### src/rtl/ipsm_regs.svh
/*
  Offsets, field positions, reset values and selector codes of the input routing multiplexer.
  Assumes inclusion by bare name from the rtl folder.
*/
`ifndef IPSM_REGS_SVH
`define IPSM_REGS_SVH

`define IPSM_OFS_EXT_IRQ_ROUTE 8'h00
`define IPSM_OFS_ENC_ROUTE 8'h1C
`define IPSM_SEL_W 7
`define IPSM_HI_FIELD_LSB 8
`define IPSM_HI_FIELD_MSB 14
`define IPSM_LO_FIELD_LSB 0
`define IPSM_LO_FIELD_MSB 6
`define IPSM_SEL_RESET 7'h00
`define IPSM_CODE_GROUND 7'h00
`define IPSM_CODE_COMPARATOR_ONE 7'h01
`define IPSM_CODE_PIN_HI 7'h79
`define IPSM_PIN_HI_INDEX 121

`endif

### src/rtl/ipsm_pkg.sv
/*
  Types shared by the input routing multiplexer files.
  Assumes the constants header is included where offsets are needed.
*/
package ipsm_pkg;

  typedef struct packed {
    logic [7:0] addr;
    logic [15:0] wdata;
    logic wr;
    logic rd;
  } ipsm_bus_req_t;

  typedef struct packed {
    logic ext_irq_one;
    logic enc_phase_a;
    logic enc_phase_b;
  } ipsm_routed_t;

endpackage

### src/rtl/ipsm_input_route.sv
/*
  Input routing multiplexer top: two selector registers on a plain register port and three
  routed peripheral inputs (external interrupt one, encoder phases A and B).
  Assumes a register master that issues single-cycle strobes synchronous to mclk_i.
*/
`timescale 1ns/1ps
`default_nettype none
`include "ipsm_regs.svh"

module ipsm_input_route #(
  parameter int NUM_PINS = 128
) (
  input wire logic mclk_i,
  input wire logic reset_i,
  input wire logic [7:0] reg_addr_i,
  input wire logic [15:0] reg_wdata_i,
  input wire logic reg_wr_i,
  input wire logic reg_rd_i,
  output logic [15:0] reg_rdata_o,
  input wire logic [NUM_PINS-1:0] remappable_pin_i,
  input wire logic comparator_one_output_i,
  output logic external_interrupt_one_o,
  output logic encoder_phase_a_o,
  output logic encoder_phase_b_o
);

  if (NUM_PINS != 128)
  begin : g_bad_pins
    $error("NUM_PINS must be 128 to cover every seven-bit code.");
  end

  ipsm_pkg::ipsm_bus_req_t req;
  ipsm_pkg::ipsm_routed_t routed;
  logic [`IPSM_SEL_W-1:0] ext_irq_one_source_sel_q;
  logic [`IPSM_SEL_W-1:0] encoder_phase_a_source_sel_q;
  logic [`IPSM_SEL_W-1:0] encoder_phase_b_source_sel_q;
  logic [15:0] reg_rdata_q;
  logic [15:0] rdata_d;

  assign req = '{
    addr: reg_addr_i,
    wdata: reg_wdata_i,
    wr: reg_wr_i,
    rd: reg_rd_i
  };

  function automatic logic hit(input logic [7:0] a, input logic [7:0] ofs);
    hit = (a == ofs);
  endfunction

  // Interrupt selector lives in bits 14..8; other bits are not stored.
  always_ff @(posedge mclk_i or posedge reset_i)
  begin
    if (reset_i)
    begin
      ext_irq_one_source_sel_q <= `IPSM_SEL_RESET;
    end
    else if (req.wr && hit(req.addr, `IPSM_OFS_EXT_IRQ_ROUTE))
    begin
      ext_irq_one_source_sel_q <= req.wdata[`IPSM_HI_FIELD_MSB:`IPSM_HI_FIELD_LSB];
    end
  end

  // Encoder selectors: phase B high field, phase A low field.
  always_ff @(posedge mclk_i or posedge reset_i)
  begin
    if (reset_i)
    begin
      encoder_phase_a_source_sel_q <= `IPSM_SEL_RESET;
      encoder_phase_b_source_sel_q <= `IPSM_SEL_RESET;
    end
    else if (req.wr && hit(req.addr, `IPSM_OFS_ENC_ROUTE))
    begin
      encoder_phase_b_source_sel_q <= req.wdata[`IPSM_HI_FIELD_MSB:`IPSM_HI_FIELD_LSB];
      encoder_phase_a_source_sel_q <= req.wdata[`IPSM_LO_FIELD_MSB:`IPSM_LO_FIELD_LSB];
    end
  end

  // Read data: unimplemented bits read zero, unmapped addresses read zero.
  always_comb
  begin
    rdata_d = 16'h0000;
    if (hit(req.addr, `IPSM_OFS_EXT_IRQ_ROUTE))
    begin
      rdata_d[`IPSM_HI_FIELD_MSB:`IPSM_HI_FIELD_LSB] = ext_irq_one_source_sel_q;
    end
    else if (hit(req.addr, `IPSM_OFS_ENC_ROUTE))
    begin
      rdata_d[`IPSM_HI_FIELD_MSB:`IPSM_HI_FIELD_LSB] = encoder_phase_b_source_sel_q;
      rdata_d[`IPSM_LO_FIELD_MSB:`IPSM_LO_FIELD_LSB] = encoder_phase_a_source_sel_q;
    end
  end

  // Read data stand only in the cycle after the read strobe.
  always_ff @(posedge mclk_i or posedge reset_i)
  begin
    if (reset_i)
    begin
      reg_rdata_q <= 16'h0000;
    end
    else if (req.rd)
    begin
      reg_rdata_q <= rdata_d;
    end
    else
    begin
      reg_rdata_q <= 16'h0000;
    end
  end

  assign reg_rdata_o = reg_rdata_q;

  ipsm_source_mux #(.NUM_PINS(NUM_PINS)) u_mux_irq (
    .mclk_i(mclk_i),
    .reset_i(reset_i),
    .sel_i(ext_irq_one_source_sel_q),
    .remappable_pin_i(remappable_pin_i),
    .comparator_one_output_i(comparator_one_output_i),
    .routed_o(routed.ext_irq_one)
  );

  ipsm_source_mux #(.NUM_PINS(NUM_PINS)) u_mux_enc_a (
    .mclk_i(mclk_i),
    .reset_i(reset_i),
    .sel_i(encoder_phase_a_source_sel_q),
    .remappable_pin_i(remappable_pin_i),
    .comparator_one_output_i(comparator_one_output_i),
    .routed_o(routed.enc_phase_a)
  );

  ipsm_source_mux #(.NUM_PINS(NUM_PINS)) u_mux_enc_b (
    .mclk_i(mclk_i),
    .reset_i(reset_i),
    .sel_i(encoder_phase_b_source_sel_q),
    .remappable_pin_i(remappable_pin_i),
    .comparator_one_output_i(comparator_one_output_i),
    .routed_o(routed.enc_phase_b)
  );

  assign external_interrupt_one_o = routed.ext_irq_one;
  assign encoder_phase_a_o = routed.enc_phase_a;
  assign encoder_phase_b_o = routed.enc_phase_b;
endmodule // ipsm_input_route
`default_nettype wire

### src/rtl/ipsm_source_mux.sv
/*
  One routing selector: maps a seven-bit code to a registered peripheral input.
  Assumes pin and comparator inputs are synchronous to mclk_i.
*/
`timescale 1ns/1ps
`default_nettype none
`include "ipsm_regs.svh"

module ipsm_source_mux #(
  parameter int NUM_PINS = 128
) (
  input wire logic mclk_i,
  input wire logic reset_i,
  input wire logic [`IPSM_SEL_W-1:0] sel_i,
  input wire logic [NUM_PINS-1:0] remappable_pin_i,
  input wire logic comparator_one_output_i,
  output logic routed_o
);

  logic routed_d;
  logic routed_q;

  if (NUM_PINS < 2 ** `IPSM_SEL_W)
  begin : g_bad_pins
    $error("NUM_PINS must cover every seven-bit selector code.");
  end

  // Code zero ties the input to ground; the comparator takes code one; other codes pick a pin.
  always_comb
  begin
    if (sel_i == `IPSM_CODE_GROUND)
    begin
      routed_d = 1'b0;
    end
    else if (sel_i == `IPSM_CODE_COMPARATOR_ONE)
    begin
      routed_d = comparator_one_output_i;
    end
    else
    begin
      routed_d = remappable_pin_i[sel_i];
    end
  end

  // The routed value is registered so a selector change never glitches the peripheral.
  always_ff @(posedge mclk_i or posedge reset_i)
  begin
    if (reset_i)
    begin
      routed_q <= 1'b0;
    end
    else
    begin
      routed_q <= routed_d;
    end
  end

  assign routed_o = routed_q;

endmodule // ipsm_source_mux
`default_nettype wire

### config.mk
export PLATFORM = sky130hd
export DESIGN_NAME = ipsm_input_route
export DESIGN_NICKNAME = d
export VERILOG_FILES = /design/src/rtl/ipsm_pkg.sv /design/src/rtl/ipsm_input_route.sv /design/src/rtl/ipsm_source_mux.sv
export VERILOG_INCLUDE_DIRS = /design/src /design/src/rtl
export SDC_FILE = /design/constraint.sdc
export NUM_CORES = 1
export LEC_CHECK = 0
export BUFFER_PORTS_ARGS = -buffer_cell sky130_fd_sc_hd__buf_2
export CAP_MARGIN = 25
export CORE_MARGIN = 4
export CORE_UTILIZATION = 52
export DETAILED_ROUTE_END_ITERATION = 16
export PLACE_DENSITY = 0.8
export SLEW_MARGIN = 20
export SYNTH_ARGS = -nofsm -noshare
export SYNTH_HDL_FRONTEND = slang
export SYNTH_SLANG_ARGS = --single-unit
### constraint.sdc
create_clock -name mclk_i -period 2.6 [get_ports mclk_i]
set_clock_uncertainty 0.05 [all_clocks]
set_input_delay 0 -clock mclk_i [delete_from_list [all_inputs] [get_ports mclk_i]]
set_output_delay 0 -clock mclk_i [all_outputs]
set_load 0.01 [all_outputs]
==> flow_metrics.py <==
metrics = {
    "pwr": {
        "vdd.ir_drop.worst_v": 0.000201,
        "p_leak_uw": 0.00256,
        "powerDensity_nw_per_um2": 330,
        "power_uw": 2060,
    },
    "cells_and_area": {
        "register_area_um2": 957,
        "areaGrowthSynthToFinish_pct": 26.1,
        "layout_common_cells": "171 x buf_2, 64 x mux4_2, 43 x mux2i_1",
        "n_antenna_cell": 0,
        "layout.nets": 741,
        "layout-drive-gt1-share_pct": 52.0,
        "nFillCells": 713,
        "multi_input_area_um2": 3700,
        "final_common_cell": "buf_2",
    },
    "timing": {
        "worst_pin_slew_ps": 824,
        "hold_viol_final": 0,
        "period_needed_ps": 2530,
        "relSlewSlack_pct": 45.0,
        "setup_viol": 0,
        "finalSetupTns_ps": 0,
        "rsz0062_at_grt": "no",
        "max_freq_mhz": 395,
        "period_share_pct": 97.3,
        "hold_ws_ps": 134,
        "slew_violations": 0,
    },
    "drt": {
        "dr_wl_met3_um": 1790,
        "num_vias": 4785,
        "first_iter_violations": 375,
        "postRouteWirelength_um": 16400,
        "drcViolationCount": 0,
        "topRoutingLayerUsed": "met4",
        "dr.pass1.iters": 5,
        "antenna_left": 0,
        "wl_per_cell_um": 22.9,
        "vias_per_cell": 6.70,
        "wl_met2_um": 8040,
        "wl_met1_um": 6110,
    },
    "synthesis": {
        "ys_seq_area_share_pct": 19.3,
        "synth-edff-count": 0,
        "syn_area_per_cell_um2": 12.1,
        "synth_seq_cells": 38,
        "synthArstFlopShare_pct": 100,
        "yosys_most_used_dff": "dfrtp_1",
        "syn_inst": 408,
        "ys_types": 48,
        "synth.cell_area_um2": 4940,
        "synth_warnings": 0,
    },
    "clocking": {
        "cts_tree": "done",
        "clk_pin_slew_ps": 80,
        "cts_root_buf": "clkbuf_8",
        "cts_setup_buffers": 0,
        "clock_latency_ps": 290,
        "numCtsBuffers": 5,
        "clock_sinks": 38,
        "ctsLongestPathBuffers": 2,
        "h-tree-depth": 2,
    },
    "worst_hold_path": {
        "min_path_type": "in -> reg",
        "whs_path_depth": 4,
    },
    "global_route": {
        "grt_max_degree": 30,
        "grt_pass1_vias": 4897,
        "grtUsageTotal_pct": 29.4,
        "grt_remaining_overflow": 0,
        "antenna_found_initial": 0,
        "grt_pass1_wl_um": 25700,
    },
    "placed_design": {
        "hpwl_um": 13000,
        "gp_congestion": 0.926,
        "io_buffers": 171,
    },
    "setup_path": {
        "cp_data_required_time_ps": 2730,
        "r2r_cells": 6,
        "end_kind": "flop",
        "crit_arrival_ps": 2660,
        "cp-start-kind": "flop",
        "path_max_fanout": 13,
        "worstSetupPathType": "reg -> reg",
    },
    "die": {
        "die_w_um": 105,
        "dieArea_um2": 11100,
        "num_rows": 35,
        "io_pins": 176,
        "fp.coreArea_um2": 9240,
        "die_y_um": 105,
        "start_util_pct": 53.4,
    },
    "status": {
        "status": "finished, final reports clean",
    },
    "job": {
        "drv_cap": 0,
    },
}
-- metal layers --
layer / global-route usage [%] / vias up
met5: 0 / -
met4: 10.3 / 0
met3: 5.51 / 39
met2: 48.9 / 338
met1: 38.6 / 2357
li1: - / 2051
-- flip-flops by register name, indices dropped and copies added, names as in the netlist --
register and cells:
encoder_phase_a_source_sel_q 7, encoder_phase_b_source_sel_q 7, ext_irq_one_source_sel_q 7, reg_rdata_o 14, u_mux_enc_a.routed_o 1, u_mux_enc_b.routed_o 1
u_mux_irq.routed_o 1
-- area by class of cell --
cell class / instances / share of cell area (%)
clock inverters: 3 / 1.10
multi-input cells: 320 / 59.4
flip-flops and latches: 38 / 15.4
well taps: 129 / 2.59
repair buffers: 215 / 20.2
clock buffers: 5 / 1.10
inverters: 4 / 0.241
-- cell usage after synthesis, types with 3 or more instances --
cell | count | share of area [%]
nor3_1 | 5 | 0.51
o21ai_0 | 3 | 0.30
mux4_2 | 64 | 29
mux4_1 | 19 | 10
nand3_1 | 14 | 1.4
a21oi_1 | 5 | 0.51
nor2b_1 | 22 | 2.8
buf_4 | 5 | 0.76
nand2_1 | 21 | 1.6
mux2_2 | 24 | 5.5
nand2b_1 | 4 | 0.51
nand4_1 | 8 | 1.0
nor2_1 | 13 | 0.99
dfrtp_1 | 38 | 19
and3_1 | 11 | 1.4
a31oi_1 | 5 | 0.63
a311oi_1 | 3 | 0.53
mux2i_1 | 43 | 8.7
inv_1 | 4 | 0.30
clkbuf_1 | 20 | 1.5
a211oi_1 | 6 | 0.91
buf_6 | 5 | 1.1
buf_2 | 13 | 1.3
a22oi_1 | 20 | 3.0
-- critical path: stages, from the launching register on --
cell and delay, ps:
dfrtp_2 540, buf_12 200, mux4_2 500, mux4_2 540, a211oi_2 250, nor2_1 80
a311o_1 270
-- what timing repair did --
action                     CTS  global route
resized for setup            0             3
hold endpoints to repair    55             0
hold buffers                16             0
setup endpoints to repair    0             2
-- report_power, final --
group          switching (uW)  total, uW  internal [uW]
Sequential               66.9        683            616
Clock                     213        597            384
Combinational             343        777            433
-- logic make-up (layout without fill, tap and decap cells) --
group                  Yosys count  count (layout)  synth area share [%]
AO/OA/AOI/OAI                   55              55                  8.16
buffers and inverters           51             227                  5.90
flip-flops                      38              38                  19.3
multiplexers                   151             151                  54.0
other                            1               2                0.0759
AND/OR/NAND/NOR                112             112                  12.6
-- through the flow --
step	setup WS, ps	instances	area (um^2)	util, %
after global routing	10.6	714	6230	67.4
final	71.1	714	6230	67.4
after floorplan	341	409	4940	-
after global placement	83.1	690	5920	64.1
after CTS	16.2	714	6220	67.3
after detailed placement	35.8	690	5920	64.1
-- path summary, 6_finish.rpt --
check / start / endpoint / slack [ps]
worst max-delay path: encoder_phase_a_source_sel_q[0] / u_mux_enc_a.routed_o / 70
max in group asynchronous: reset_i / encoder_phase_a_source_sel_q[4] / 1700
worst max register to register: encoder_phase_a_source_sel_q[0] / u_mux_enc_a.routed_o / 70
worst min-delay path: comparator_one_output_i / u_mux_irq.routed_o / 130
min in group asynchronous: reset_i / reg_rdata_o[3] / 260
worst min register to register: encoder_phase_a_source_sel_q[6] / reg_rdata_o[6] / 630
No activity file was read; power rests on OpenSTA's default activity.
